[config.mk]
export PLATFORM = sky130hd
export DESIGN_NAME = hgac_top
export DESIGN_NICKNAME = d
export VERILOG_FILES = /design/src/rtl/hgac_top.v
export VERILOG_INCLUDE_DIRS = /design/src /design/src/rtl
export SDC_FILE = /design/constraint.sdc
export NUM_CORES = 1
export LEC_CHECK = 0
export ABC_AREA = 0
export BUFFER_PORTS_ARGS = -buffer_cell sky130_fd_sc_hd__buf_2
export CELL_PAD_IN_SITES_DETAIL_PLACEMENT = 0
export CELL_PAD_IN_SITES_GLOBAL_PLACEMENT = 2
export CORE_MARGIN = 4
export CORE_UTILIZATION = 30
export CTS_CLUSTER_SIZE = 28
export DETAILED_ROUTE_END_ITERATION = 10
export GPL_ROUTABILITY_DRIVEN = 1
export PLACE_DENSITY = 0.63
export SLEW_MARGIN = 20
export SYNTH_ARGS = -nofsm -noshare
export SYNTH_HDL_FRONTEND = slang
export SYNTH_SLANG_ARGS = --single-unit
[constraint.sdc]
create_clock -name pclk -period 4.45 [get_ports pclk]
set_clock_uncertainty 0.15 [all_clocks]
set_input_delay 0.445 -clock pclk [delete_from_list [all_inputs] [get_ports pclk]]
set_output_delay 0.445 -clock pclk [all_outputs]
set_load 0.005 [all_outputs]
[src/rtl/hgac_regs.vh]
`ifndef HGAC_REGS_VH
`define HGAC_REGS_VH

// ----------------------------------------------------------------
// register byte offsets
// ----------------------------------------------------------------
`define HGAC_OFF_CTRL    8'h00
`define HGAC_OFF_SCAUSE  8'h04
`define HGAC_OFF_STVAL   8'h08
`define HGAC_OFF_SATP    8'h0C
`define HGAC_OFF_VSCAUSE 8'h10
`define HGAC_OFF_VSTVAL  8'h14
`define HGAC_OFF_VSATP   8'h18
`define HGAC_OFF_INSTR   8'h1C
`define HGAC_OFF_RS1     8'h20
`define HGAC_OFF_RS2     8'h24
`define HGAC_OFF_RESULT  8'h28
`define HGAC_OFF_FADDR   8'h2C
`define HGAC_OFF_FID     8'h30

// ----------------------------------------------------------------
// control field positions
// ----------------------------------------------------------------
`define HGAC_CTL_PRIV_LO 0
`define HGAC_CTL_PRIV_HI 1
`define HGAC_CTL_VIRT    2
`define HGAC_CTL_UHA     3
`define HGAC_CTL_GPRIV   4
`define HGAC_CTL_MTRAP   5
`define HGAC_CTL_HVTRAP  6
`define HGAC_CTL_XRD     7
`define HGAC_CTL_GXRD    8
`define HGAC_CTL_SUM     9
`define HGAC_CTL_X64     10
`define HGAC_CTL_SPEC    11
`define HGAC_CTL_W       12
`define HGAC_CTL_RESET   12'h003

// ----------------------------------------------------------------
// privilege levels and exception codes
// ----------------------------------------------------------------
`define HGAC_PRIV_U 2'h0
`define HGAC_PRIV_S 2'h1
`define HGAC_PRIV_M 2'h3
`define HGAC_EXC_NONE 2'h0
`define HGAC_EXC_ILL  2'h1
`define HGAC_EXC_VIRT 2'h2

// ----------------------------------------------------------------
// instruction encodings
// ----------------------------------------------------------------
`define HGAC_OPC_SYSTEM 7'h73
`define HGAC_F3_PRIV    3'h0
`define HGAC_F3_PRIVM   3'h4
`define HGAC_F7_VFENCE  7'h11
`define HGAC_F7_GFENCE  7'h31
`define HGAC_F7_LD_B    7'h30
`define HGAC_F7_LD_H    7'h32
`define HGAC_F7_LD_W    7'h34
`define HGAC_F7_LD_D    7'h36
`define HGAC_F7_ST_B    7'h31
`define HGAC_F7_ST_H    7'h33
`define HGAC_F7_ST_W    7'h35
`define HGAC_F7_ST_D    7'h37
`define HGAC_LDSEL_SGN  5'h00
`define HGAC_LDSEL_UNS  5'h01
`define HGAC_LDSEL_EXE  5'h03

// ----------------------------------------------------------------
// cause / translation layout, identifier widths
// ----------------------------------------------------------------
`define HGAC_CAUSE_MASK  32'h8000001F
`define HGAC_SATP_MODE   31
`define HGAC_PAGED_OK    1'b1
`define HGAC_ASIDLEN     6
`define HGAC_VMIDLEN     5
`define HGAC_GPA_SHIFT   2

`endif

[src/rtl/hgac_top.v]
// Operation
// - virtualization on: cause and trap-value accesses use guest copies
// - guest cause holds exactly the legal values of the supervisor cause
// - guest trap value is write-any-read-legal like the supervisor one
// - virtualization on: translation-control accesses use the guest copy
// - guest translation active except effective user with access bit clear
// - speculation sets no first-stage accessed bits outside guest modes
// - unsupported translation scheme writes are ignored in both modes
// - guest load/store only in machine, hypervisor or user with access bit
// - access privilege bit picks guest user or guest supervisor level
// - two-stage guest access; host user bit ignored; exec-readable split
// - all load/store widths; unsigned word and doubleword not on 32-bit
// - exec loads check execute in both stages; attributes need both
// - execute-permission load faults report as load faults
// - execute-permission unsigned word load is valid on 32-bit base
// - guest load/store: virtual fault if virtualized, illegal in user without access bit
// - virtual fence orders stores, nonzero operands pick address and id
// - virtual fence ignores space id bits above the implemented width
// - virtual fence only in machine or hypervisor; trap-vm bits ignored
// - physical fence: machine always, hypervisor if trap-vm bit clear
// - physical fence: address operand shifted right two; second picks id
// - physical fence ignores machine id bits above the implemented width
// - either fence: virtual fault if virtualized, illegal in user mode
`timescale 1ns/1ps
`include "hgac_regs.vh"
`default_nettype none

module hgac_top (
    input wire pclk,
    input wire presetn,
    input wire psel,
    input wire penable,
    input wire pwrite,
    input wire [7:0] paddr,
    input wire [31:0] pwdata,
    output reg [31:0] prdata,
    output reg pready,
    output reg pslverr,
    output reg illegal_pulse,
    output reg virtual_pulse,
    output reg guest_access_pulse,
    output reg vfence_pulse,
    output reg gfence_pulse
);

    // ------------------------------------------------------------
    // state machine of the instruction checker
    // ------------------------------------------------------------
    localparam ST_IDLE = 2'b01;
    localparam ST_EVAL = 2'b10;

    // ------------------------------------------------------------
    // functions
    // ------------------------------------------------------------
    // reserved and unimplemented identifier bits read as ignored
    function [31:0] id_mask;
        input [31:0] val;
        input integer len;
        integer i;
        begin
            for (i = 0; i < 32; i = i + 1) begin
                id_mask[i] = (i < len) ? val[i] : 1'b0;
            end
        end
    endfunction

    function mode_ok;
        input [31:0] val;
        begin
            mode_ok = ~val[`HGAC_SATP_MODE] | `HGAC_PAGED_OK;
        end
    endfunction

    // ------------------------------------------------------------
    // registers
    // ------------------------------------------------------------
    reg [`HGAC_CTL_W-1:0] ctrl_q;
    reg [31:0] scause_q, stval_q, satp_q;
    reg [31:0] vscause_q, vstval_q, vsatp_q;
    reg [31:0] instr_q, rs1_q, rs2_q;
    reg [31:0] result_q, faddr_q, fid_q;
    reg [1:0] state_q;
    reg [31:0] result_d, faddr_d, fid_d;

    wire [1:0] priv = ctrl_q[`HGAC_CTL_PRIV_HI:`HGAC_CTL_PRIV_LO];
    wire virt = ctrl_q[`HGAC_CTL_VIRT] & (priv != `HGAC_PRIV_M);
    wire uha = ctrl_q[`HGAC_CTL_UHA];
    wire gpriv = ctrl_q[`HGAC_CTL_GPRIV];
    wire mtrap = ctrl_q[`HGAC_CTL_MTRAP];
    wire x64 = ctrl_q[`HGAC_CTL_X64];
    wire spec = ctrl_q[`HGAC_CTL_SPEC];

    wire setup = psel & ~penable;
    wire acc = psel & penable & pready;
    wire wr = acc & pwrite;

    // ------------------------------------------------------------
    // register decode
    // ------------------------------------------------------------
    reg hit;
    reg [31:0] rd_d;
    always @* begin
        hit = 1'b1;
        rd_d = 32'h00000000;
        case (paddr)
            `HGAC_OFF_CTRL: rd_d = {20'h00000, ctrl_q};
            // supervisor views follow the virtualization mode
            `HGAC_OFF_SCAUSE: rd_d = virt ? vscause_q : scause_q;
            `HGAC_OFF_STVAL: rd_d = virt ? vstval_q : stval_q;
            `HGAC_OFF_SATP: rd_d = virt ? vsatp_q : satp_q;
            `HGAC_OFF_VSCAUSE: rd_d = vscause_q;
            `HGAC_OFF_VSTVAL: rd_d = vstval_q;
            `HGAC_OFF_VSATP: rd_d = vsatp_q;
            `HGAC_OFF_INSTR: rd_d = instr_q;
            `HGAC_OFF_RS1: rd_d = rs1_q;
            `HGAC_OFF_RS2: rd_d = rs2_q;
            `HGAC_OFF_RESULT: rd_d = result_q;
            `HGAC_OFF_FADDR: rd_d = faddr_q;
            `HGAC_OFF_FID: rd_d = fid_q;
            default: hit = 1'b0;
        endcase
    end

    // ------------------------------------------------------------
    // apb slave: one access cycle, no wait states
    // ------------------------------------------------------------
    always @(posedge pclk or negedge presetn) begin
        if (!presetn) begin
            pready <= 1'b0;
            prdata <= 32'h00000000;
            pslverr <= 1'b0;
        end else begin
            pready <= setup;
            if (setup) begin
                prdata <= pwrite ? 32'h00000000 : rd_d;
                pslverr <= ~hit;
            end else begin
                pslverr <= 1'b0;
            end
        end
    end

    // ------------------------------------------------------------
    // csr storage
    // ------------------------------------------------------------
    wire w_scause = wr & (paddr == `HGAC_OFF_SCAUSE);
    wire w_stval = wr & (paddr == `HGAC_OFF_STVAL);
    wire w_satp = wr & (paddr == `HGAC_OFF_SATP);
    wire w_vscause = wr & (paddr == `HGAC_OFF_VSCAUSE);
    wire w_vstval = wr & (paddr == `HGAC_OFF_VSTVAL);
    wire w_vsatp = wr & (paddr == `HGAC_OFF_VSATP);
    wire w_instr = wr & (paddr == `HGAC_OFF_INSTR);

    always @(posedge pclk or negedge presetn) begin
        if (!presetn) begin
            ctrl_q <= `HGAC_CTL_RESET;
            scause_q <= 32'h00000000;
            stval_q <= 32'h00000000;
            satp_q <= 32'h00000000;
            vscause_q <= 32'h00000000;
            vstval_q <= 32'h00000000;
            vsatp_q <= 32'h00000000;
            rs1_q <= 32'h00000000;
            rs2_q <= 32'h00000000;
        end else begin
            if (wr & (paddr == `HGAC_OFF_CTRL)) begin
                ctrl_q <= pwdata[`HGAC_CTL_W-1:0];
            end
            if (wr & (paddr == `HGAC_OFF_RS1)) begin
                rs1_q <= pwdata;
            end
            if (wr & (paddr == `HGAC_OFF_RS2)) begin
                rs2_q <= pwdata;
            end
            // guest copy takes the same legal cause values
            if ((w_scause & virt) | w_vscause) begin
                vscause_q <= pwdata & `HGAC_CAUSE_MASK;
            end
            if (w_scause & ~virt) begin
                scause_q <= pwdata & `HGAC_CAUSE_MASK;
            end
            if ((w_stval & virt) | w_vstval) begin
                vstval_q <= pwdata;
            end
            if (w_stval & ~virt) begin
                stval_q <= pwdata;
            end
            // unsupported scheme leaves either copy untouched
            if (((w_satp & virt) | w_vsatp) & mode_ok(pwdata)) begin
                vsatp_q <= pwdata;
            end
            if (w_satp & ~virt & mode_ok(pwdata)) begin
                satp_q <= pwdata;
            end
        end
    end

    // ------------------------------------------------------------
    // instruction decode
    // ------------------------------------------------------------
    wire [6:0] f7 = instr_q[31:25];
    wire [4:0] rs2f = instr_q[24:20];
    wire [4:0] rs1f = instr_q[19:15];
    wire [2:0] f3 = instr_q[14:12];
    wire [4:0] rdf = instr_q[11:7];
    wire sys = instr_q[6:0] == `HGAC_OPC_SYSTEM;
    wire privm = sys & (f3 == `HGAC_F3_PRIVM);
    wire is_vf = sys & (f3 == `HGAC_F3_PRIV) & (f7 == `HGAC_F7_VFENCE) &
        (rdf == 5'h00);
    wire is_gf = sys & (f3 == `HGAC_F3_PRIV) & (f7 == `HGAC_F7_GFENCE) &
        (rdf == 5'h00);

    reg ld, st, xp, sgn, bad;
    reg [1:0] sz;
    always @* begin
        ld = 1'b0;
        st = 1'b0;
        xp = 1'b0;
        sgn = 1'b0;
        bad = 1'b0;
        sz = 2'h0;
        if (privm) begin
            case (f7)
                `HGAC_F7_LD_B, `HGAC_F7_LD_H, `HGAC_F7_LD_W,
                `HGAC_F7_LD_D: begin
                    ld = 1'b1;
                    sz = f7[2:1];
                    sgn = rs2f == `HGAC_LDSEL_SGN;
                    xp = rs2f == `HGAC_LDSEL_EXE;
                    bad = ~(sgn | xp | (rs2f == `HGAC_LDSEL_UNS));
                    if ((f7 == `HGAC_F7_LD_B) & xp) begin
                        bad = 1'b1;
                    end
                    if ((f7 == `HGAC_F7_LD_D) & ~sgn) begin
                        bad = 1'b1;
                    end
                    // unsigned word only on 64-bit, exec variant always
                    if (~x64 & (f7 == `HGAC_F7_LD_W) & ~sgn & ~xp) begin
                        bad = 1'b1;
                    end
                    if (~x64 & (f7 == `HGAC_F7_LD_D)) begin
                        bad = 1'b1;
                    end
                end
                `HGAC_F7_ST_B, `HGAC_F7_ST_H, `HGAC_F7_ST_W,
                `HGAC_F7_ST_D: begin
                    st = 1'b1;
                    sz = f7[2:1];
                    bad = (rdf != 5'h00) | (~x64 & (f7 == `HGAC_F7_ST_D));
                end
                default: bad = 1'b1;
            endcase
        end else if (~is_vf & ~is_gf) begin
            bad = 1'b1;
        end
    end

    // ------------------------------------------------------------
    // legality and access attributes
    // ------------------------------------------------------------
    wire gmem = ld | st;
    reg [1:0] exc;
    always @* begin
        exc = `HGAC_EXC_NONE;
        if (bad) begin
            exc = `HGAC_EXC_ILL;
        end else if (gmem) begin
            if (virt) begin
                exc = `HGAC_EXC_VIRT;
            end else if ((priv == `HGAC_PRIV_U) & ~uha) begin
                exc = `HGAC_EXC_ILL;
            end
        end else begin
            // trap-vm bits never stop the virtual fence
            if (virt) begin
                exc = `HGAC_EXC_VIRT;
            end else if (priv == `HGAC_PRIV_U) begin
                exc = `HGAC_EXC_ILL;
            end else if (is_gf & (priv == `HGAC_PRIV_S) & mtrap) begin
                exc = `HGAC_EXC_ILL;
            end
        end
    end

    // guest load/store runs at the level the privilege bit picks
    wire acc_vs = gmem ? gpriv : (priv != `HGAC_PRIV_U);
    wire eff_u = ~acc_vs;
    wire guest_eff = gmem | virt;
    wire vs_active = guest_eff & ~(eff_u & ~uha);
    wire abit_ok = guest_eff & ~(spec & ~virt);

    always @* begin
        result_d = 32'h00000000;
        faddr_d = 32'h00000000;
        fid_d = 32'h00000000;
        result_d[1:0] = exc;
        result_d[2] = 1'b1;
        result_d[3] = ld;
        result_d[4] = st;
        result_d[5] = xp;
        result_d[6] = sgn;
        result_d[8:7] = sz;
        result_d[9] = acc_vs;
        result_d[10] = gmem;
        // host user-access bit never applies to guest accesses
        result_d[11] = ~gmem & ctrl_q[`HGAC_CTL_SUM];
        result_d[12] = ctrl_q[`HGAC_CTL_XRD];
        result_d[13] = ctrl_q[`HGAC_CTL_XRD] | ctrl_q[`HGAC_CTL_GXRD];
        result_d[14] = vs_active;
        result_d[15] = abit_ok;
        result_d[16] = is_vf;
        result_d[17] = is_gf;
        result_d[18] = (is_vf | is_gf) & (rs1f != 5'h00);
        result_d[19] = (is_vf | is_gf) & (rs2f != 5'h00);
        // exec loads still fault with load causes
        result_d[20] = ld;
        result_d[21] = xp;
        if (is_vf) begin
            faddr_d = rs1f != 5'h00 ? rs1_q : 32'h00000000;
            fid_d = rs2f != 5'h00 ?
                id_mask(rs2_q, `HGAC_ASIDLEN) : 32'h00000000;
        end else if (is_gf) begin
            // operand already holds the address shifted by two
            faddr_d = rs1f != 5'h00 ? rs1_q : 32'h00000000;
            fid_d = rs2f != 5'h00 ?
                id_mask(rs2_q, `HGAC_VMIDLEN) : 32'h00000000;
        end
    end

    // ------------------------------------------------------------
    // checker sequencing and event pulses
    // ------------------------------------------------------------
    always @(posedge pclk or negedge presetn) begin
        if (!presetn) begin
            state_q <= ST_IDLE;
            instr_q <= 32'h00000000;
            result_q <= 32'h00000000;
            faddr_q <= 32'h00000000;
            fid_q <= 32'h00000000;
            illegal_pulse <= 1'b0;
            virtual_pulse <= 1'b0;
            guest_access_pulse <= 1'b0;
            vfence_pulse <= 1'b0;
            gfence_pulse <= 1'b0;
        end else begin
            illegal_pulse <= 1'b0;
            virtual_pulse <= 1'b0;
            guest_access_pulse <= 1'b0;
            vfence_pulse <= 1'b0;
            gfence_pulse <= 1'b0;
            case (state_q)
                ST_IDLE: begin
                    if (w_instr) begin
                        instr_q <= pwdata;
                        result_q <= 32'h00000000;
                        state_q <= ST_EVAL;
                    end
                end
                ST_EVAL: begin
                    result_q <= result_d;
                    faddr_q <= faddr_d;
                    fid_q <= fid_d;
                    illegal_pulse <= exc == `HGAC_EXC_ILL;
                    virtual_pulse <= exc == `HGAC_EXC_VIRT;
                    if (exc == `HGAC_EXC_NONE) begin
                        guest_access_pulse <= gmem;
                        vfence_pulse <= is_vf;
                        gfence_pulse <= is_gf;
                    end
                    state_q <= ST_IDLE;
                end
                default: state_q <= ST_IDLE;
            endcase
        end
    end

endmodule

`default_nettype wire

* After elaboration in Yosys (flattened, before gate mapping) *
Cells that the tools add are included.

word-level totals
  flip-flop bits (word level) = 385
  bits of input ports = 45
  logic and storage cells = 191

operators by class
  equality and inequality tests = 32
  multiplexer cells = 51
  bitwise logic cells = 69
  reduce and logical (&&, ||, !) cells = 17

operators by type and width
  operator                                                         number
  32-bit one-hot mux with 13 select lines                          1
  32-bit 2-to-1 mux                                                8
  32-bit one-hot mux with 2 select lines                           1
  7-bit by 6-bit == test with 1-bit output, second input constant  8
  1-bit AND                                                        45
  8-bit by 6-bit == test with 1-bit output, second input constant  5
  8-bit by 5-bit == test with 1-bit output, second input constant  4
  1-bit 2-to-1 mux                                                 28
  8-bit by 4-bit == test with 1-bit output, second input constant  2
  2-bit 2-to-1 mux                                                 8
  5-bit nonzero test                                               3
  1-bit NOT                                                        14
  13-bit OR reduction                                              1
  6-bit 2-to-1 mux                                                 2
  5-bit zero test                                                  2
  5-bit 2-to-1 mux                                                 2
  1-bit OR                                                         10
  8-bit by 3-bit == test with 1-bit output, second input constant  1
  8-bit zero test                                                  1
  4-bit OR reduction                                               2
  8-bit OR reduction                                               1
  7-bit by 5-bit == test with 1-bit output, second input constant  1
  7-bit == test, second input constant                             1
  2-bit by 1-bit == test with 1-bit output, second input constant  3
  other kinds (10)                                                 15

* Depth between registers and ports, before layout *
Gate-level depths: netlist (run 1).

  depth after elaboration = 14
  depth in mapped cells = 10

* Worst setup path before layout (run 1) *
OpenSTA, ideal clock, no wires.

  path type = input port to flip-flop
  from = input paddr[1]
  to = register vsatp_q[21]
  setup time = 125 ps
  arrival time = 2148 ps
  path slack = 2027 ps
  stages = 7
  path buffers = 3
  cell sequence = buf_2 > or3b_2 > a21oi_2 > and2b_1 > buf_2 > buf_6 > mux2_2

between the ends
  longest elaborated chain between the ends = 4

ends and longest elaborated chain
  item                                      RTL line        source
  start: declaration                        hgac_top.v:34   input wire [7:0] paddr,
  8-bit by 4-bit == test with 1-bit output  -
  1-bit AND                                 hgac_top.v:148  wire w_satp = wr & (paddr == `HGAC_OFF_SATP);
  1-bit AND                                 hgac_top.v:189  if (((w_satp & virt) | w_vsatp) & mode_ok(pwdata)) begin
  1-bit OR *                                hgac_top.v:189
  end signal: assignment                    hgac_top.v:190  vsatp_q <= pwdata;
  end: declaration                          hgac_top.v:79   reg [31:0] vscause_q, vstval_q, vsatp_q;

Mark *: on every way between the ends. The rest lies on a longest branch, timed or not.
A chain may end at the register's enable or synchronous reset.

* Worst setup path in the final report (run 1) *
  from = input paddr[5]
  to = register satp_q[17]

between the ends
  longest elaborated chain between the ends = 3

ends and longest elaborated chain
  item                                      RTL line        source
  8-bit by 4-bit == test with 1-bit output  -
  1-bit AND                                 hgac_top.v:148
  1-bit AND                                 hgac_top.v:192  if (w_satp & ~virt & mode_ok(pwdata)) begin
  end signal: assignment                    hgac_top.v:193  satp_q <= pwdata;
  end: declaration                          hgac_top.v:78   reg [31:0] scause_q, stval_q, satp_q;

No other way between the ends.

==> results of run 1 <==
-- through the flow --
step | hold slack, ns | instance area, um2 | utilization [%] | cells | total power, W
final | 0.0235 | 19300 | 35.7 | 2195 | 0.00699
after global placement | 0.314 | 17800 | 32.9 | 2111 | 0.00354
after floorplan | -0.000591 | 16300 | - | 1367 | 0.00333
after detailed placement | 0.323 | 17800 | 32.9 | 2111 | 0.00354
after global routing | 0.0215 | 19300 | 35.7 | 2193 | 0.00723
after CTS | 0.000289 | 19300 | 35.7 | 2193 | 0.00709
-- flip-flops by register name, indices dropped and copies added, names as in the netlist, 12 cells and up --
signal,flops
prdata,32
vsatp_q,32
satp_q,32
rs2_q,32
ctrl_q,12
faddr_q,32
instr_q,32
rs1_q,32
vstval_q,32
result_q,20
stval_q,32
-- worst max-delay path, cell delays in order --
cell	delay, ns
buf_2	0.25
nor4_4	0.94
buf_4	0.34
nand2_2	0.30
nor3_4	0.27
buf_4	0.37
mux2_2	0.38
-- repair_timing --
action / in CTS / in global routing
hold buffers: 10 / 0
endpoints found under the hold margin: 93 / 0
buffers inserted: 0 / 0
-- how the worst max path moves through the flow --
stage | end | slack (ns)
after global placement | satp_q[28] | 1.02
after floorplan | vsatp_q[21] | 2.03
after global routing | gfence_pulse | 1.36
after CTS | gfence_pulse | 1.45
final | satp_q[17] | 1.39
after detailed placement | satp_q[1] | 0.91
-- cell families (layout without fill, tap and decap cells) --
family | after synthesis | in the layout | share of synthesized area [%]
other | 0 | 2 | 0
flip-flops | 347 | 347 | 53.2
AO/OA/AOI/OAI | 271 | 271 | 12.3
XOR/XNOR | 1 | 1 | 0.0536
buffers and inverters | 111 | 241 | 3.48
AND/OR/NAND/NOR | 345 | 345 | 11.2
multiplexers | 292 | 292 | 19.9
-- layout make-up --
type                    count  area (um2)
fillers                  5233       34700
flip-flops and latches    347        8690
multi-input cells         909        7150
clock buffers              65        1280
repair buffers            162        1120
well taps                 696         871
clock inverters             7         110
inverters                   7        26.3
diodes                      2        5.00
-- placed cells by master, fill, tap and decap left out, types with 30 or more instances in the layout --
master / netlist / layout
buf_4: 12 / 64
nand3_1: 39 / 39
a21oi_1: 32 / 32
buf_2: 32 / 81
o21ai_0: 48 / 48
nor2_1: 30 / 30
a22oi_1: 34 / 34
nand2_1: 176 / 175
clkbuf_16: 0 / 45
mux2_2: 214 / 214
mux2i_1: 62 / 62
dfrtp_1: 344 / 344
-- report_power, final --
group	switching (W)	internal, W	leakage, nW
logic	0.000232	0.0000794	3.70
registers	0.00000925	0.00317	4.73
clock network	0.00137	0.00214	0.684
-- cells in the mapped netlist (10+ instances only) --
master / count / area share, %
mux2i_1: 62 / 3.8
nand3_1: 39 / 1.2
mux2_2: 214 / 15
o22ai_1: 20 / 0.77
nor3_1: 10 / 0.31
mux2_1: 13 / 0.90
a22oi_1: 34 / 1.6
buf_2: 32 / 0.98
a22o_2: 24 / 1.5
nand2_1: 176 / 4.0
a22o_1: 17 / 0.91
nor2_1: 30 / 0.69
clkbuf_1: 43 / 0.99
o21ai_0: 48 / 1.5
buf_4: 12 / 0.55
dfrtp_1: 344 / 53
a21oi_1: 32 / 0.98
-- per-layer routing --
| metal | global-route usage [%] | vias to the layer above | wire [um] |
|---|---|---|---|
| met3 | 3.16 | 109 | 3450 |
| li1 | - | 5275 | - |
| met4 | 7.39 | 2 | 2050 |
| met5 | 0 | - | 20 |
| met2 | 32.9 | 389 | 27900 |
| met1 | 30.8 | 6346 | 28700 |
==> flow_metrics.tcl, run 1 <==
set metrics [dict create \
    synth_cell_type_count 85 \
    syn_inst 1367 \
    max_freq_ghz 0.327 \
    cts.path.max_buffers 3 \
    clockRootBuffer "clkbuf_16" \
    numPortBuffers 83 \
    start_kind "input port" \
    vias 12121 \
    cp_max_fo 20 \
    clk_latency_ns 0.56 \
    min_path_cells 3 \
    worstSetupPathType "in -> reg" \
    synthesis.area_mm2 0.0163 \
    final_max_slew_viol_count 0 \
    drt_first_iter_violations 1001 \
    min_from "pwdata[29]" \
    clock-sinks 347 \
    cts_resized 0 \
    syn-num-nets 1412 \
    p_per_area_mw_per_mm2 363 \
    syn_to_final_growth_pct 17.9 \
    setup_viol 0 \
    grt_pass1_vias 12604 \
    cts_tree "built" \
    ys_seq_area_share_pct 53.2 \
    wl_per_cell_um 28.3 \
    dp.final_hpwl_um 40700 \
    dieHeight_um 241 \
    synth_ff_type "dfrtp_1" \
    cap_violations 0 \
    ios 84 \
    drive_above_1_share_pct 33.2 \
    synth_edf_count 0 \
    critPathArrivalTime_ns 3.35 \
    reg2reg_from "instr_q[2]" \
    numCtsBuffers 42 \
    antenna_found_initial 3 \
    fin_ws_ns 1.39 \
    hold_violations 0 \
    worst_pin_slew_ns 1.03 \
    setup.worst_path.start "paddr[5]" \
    drt-pass1-iter-count 5 \
    die_area_mm2 0.0583 \
    min_period_ns 3.06 \
    relSlewSlack_pct 30.6 \
    ir_drop_mv 0.206 \
    drc 0 \
    required_ns 4.74 \
    end_kind "register" \
    min_path_type "in -> reg" \
    grt_pass1_wl_um 91100 \
    fin_crit_sh_pct 68.8 \
    wirelength_um 62100 \
    avgSynthCellArea_um2 12.0 \
    rr_worst_depth 5 \
    start_util_pct 30.3 \
    worst_r2r_endpoint "gfence_pulse" \
    grt_overflow_total 0 \
    coreArea_mm2 0.0539 \
    vias_per_cell 5.52 \
    rows 85 \
    fin_nets 1514 \
    setup_tns_ns 0 \
    grt_max_degree 91 \
    drtAntennaViolNets 0 \
    die_x_um 241 \
    synthArstFlopShare_pct 100 \
    hold_end "instr_q[29]" \
    synth_seq_cells 347 \
    gp_congestion 0.850 \
    leakage_nw 9.11 \
    gr-usage-all-layers_pct 21.3 \
    path_clk_slew_ns 0.06 \
    reg2reg_slack_ns 1.46 \
    dp_slack_ns 0.911 \
    rsz0062_at_grt "no" \
    outcome "complete, no violations" \
    htree_levels 2 \
    ys_warn_count 0 \
]
No activity file was read; power rests on OpenSTA's default activity.
==> run 2, diff against run 1 <==
==> constraint.sdc (replaced) <==
create_clock -name pclk -period 3.1 [get_ports pclk]
set_clock_uncertainty 0.15 [all_clocks]
set_input_delay 0.31 -clock pclk [delete_from_list [all_inputs] [get_ports pclk]]
set_output_delay 0.31 -clock pclk [all_outputs]
set_load 0.005 [all_outputs]
==> run 2 against run 1 <==
  * Design area increased by 2.4%
  * Die area unchanged
  * First-iteration DRC count increased by 4.5%
==> flow_metrics.tcl, run 2 (same netlist as run 1, synthesis figures left out) <==
set metrics [dict create \
    gp_congestion 0.839 \
    min_from "penable" \
    cp.depth 6 \
    clockRootBuffer "clkbuf_16" \
    cap_violations 0 \
    clock-sinks 347 \
    rsz0062_at_grt "no" \
    use_met2_pct 33.0 \
    hold_buffers 34 \
    drt-pass1-iter-count 5 \
    drive_above_1_share_pct 33.4 \
    antenna_found_initial 0 \
    wirelength_um 60800 \
    internal_power_w 0.00760 \
    syn_to_final_growth_pct 20.7 \
    ir_drop_mv 0.346 \
    dieHeight_um 241 \
    cp_max_fo 12 \
    cts_resized 0 \
    drt_first_iter_violations 1046 \
    end_kind "register" \
    wl_per_cell_um 27.1 \
    dp.final_hpwl_um 40100 \
    rr_worst_depth 6 \
    worst_pin_slew_ns 0.762 \
    p_per_area_mw_per_mm2 503 \
    outcome "complete, no violations" \
    gr-max-usage-layer "met2" \
    grt_pass1_wl_um 90200 \
    switching_power_w 0.00231 \
    min_period_ns 2.65 \
    seq_power_share_pct 46.0 \
    fin_crit_sh_pct 85.5 \
    final_cell_mix "344 x dfrtp_1, 214 x mux2_2, 175 x nand2_1" \
    min_path_cells 3 \
    hold_end "pready" \
    path_common_cell "o21ai_0" \
    drtAntennaViolNets 0 \
    grt_max_degree 70 \
    worst_r2r_endpoint "prdata[21]" \
    min_path_type "in -> reg" \
    cts.path.max_buffers 3 \
    die_area_mm2 0.0583 \
    required_ns 3.38 \
    htree_levels 2 \
    swShare_pct 23.3 \
    fin_worst_hold_slack_ns 0.0661 \
    coreArea_mm2 0.0539 \
    fin_nets 1558 \
    num-fill-cells 5230 \
    use_met3_pct 3.67 \
    critPathArrivalTime_ns 2.93 \
    cts_setup_buffers 0 \
    use_met1_pct 30.1 \
    cp_num_buf_inv 1 \
    die_x_um 241 \
    layout_commonest_cell "dfrtp_1" \
    crit_slowest_cell "dfstp_2" \
    place_area_mm2 0.0180 \
    rows 85 \
    reg2reg_slack_ns 0.45 \
    start_kind "register" \
    cp_top_family "compound AO/OA/AOI/OAI gates" \
    dp_cells 2132 \
    power_frac_comb_pct 4.8 \
    gr-usage-all-layers_pct 21.0 \
    final_area_mm2 0.0197 \
    clk_latency_ns 0.57 \
    cpPeakStageDelay_ns 0.63 \
    relSlewSlack_pct 49.2 \
    numPortBuffers 83 \
    numCtsBuffers 41 \
    drc 0 \
    setup_viol 0 \
    p_clk_share_pct 49.2 \
    ios 84 \
    cts_tree "built" \
    vias 12284 \
    path_clk_slew_ns 0.06 \
    final_cells 2241 \
    start_util_pct 30.3 \
    path_cells "a21bo_2 > buf_4 > mux2i_1 > o21ai_0 > a2111oi_0 > o21ai_0" \
    leakage_nw 9.31 \
    worstSetupPathType "reg -> reg" \
    vias_per_cell 5.48 \
    power_w 0.00991 \
    grt_overflow_total 0 \
    grt_pass1_vias 12690 \
    reg2reg_from "ctrl_q[1]" \
    max_freq_ghz 0.377 \
    hold_violations 0 \
    setup_tns_ns 0 \
    final_max_slew_viol_count 0 \
    antenna_cells 0 \
]
==> run 2: power groups by stage <==
stage               Sequential, W  Combinational [W]  Clock (W)
floorplan                 0.00464           0.000147          0
global route              0.00456           0.000517    0.00517
global placement          0.00464           0.000447          0
CTS                       0.00456           0.000484    0.00500
finish                    0.00456           0.000478    0.00487
detailed placement        0.00464           0.000449          0
==> run 2: cell type report <==
class                      instances  area, um2  area share, %
tap                              696        871           4.42
clock inverter                     7       88.8          0.450
timing repair buffer             207       1640           8.34
inverter                           7       26.3          0.133
sequential                       347       8690           44.0
clock buffer                      68       1250           6.34
multi-input combinational        909       7150           36.3
==> run 2: worst max-delay path by stage <==
stage | from | to | slack, ns
final | ctrl_q[1] | prdata[21] | 0.45
after global routing | ctrl_q[1] | prdata[21] | 0.31
after CTS | ctrl_q[1] | prdata[21] | 0.44
after detailed placement | paddr[4] | prdata[13] | 0.29
after global placement | paddr[4] | prdata[13] | 0.29
after floorplan | paddr[1] | vsatp_q[21] | 0.81
==> run 2: worst min-delay path: cells and delay by family <==
family | cells | cell delay, ns
simple gates | 1 | 0.25
buf+inv | 2 | 0.16
==> run 2: stage by stage <==
stage | util, % | setup slack (ns)
finish | 36.6 | 0.449
global route | 36.6 | 0.307
CTS | 36.6 | 0.439
detailed placement | 33.5 | 0.289
global placement | 33.5 | 0.293
floorplan | - | 0.812
==> run 2: routing by layer <==
layer	routed length, um	vias up
met2	27800	370
li1	-	5351
met1	28000	6454
met5	0	-
met4	1620	0
met3	3320	109
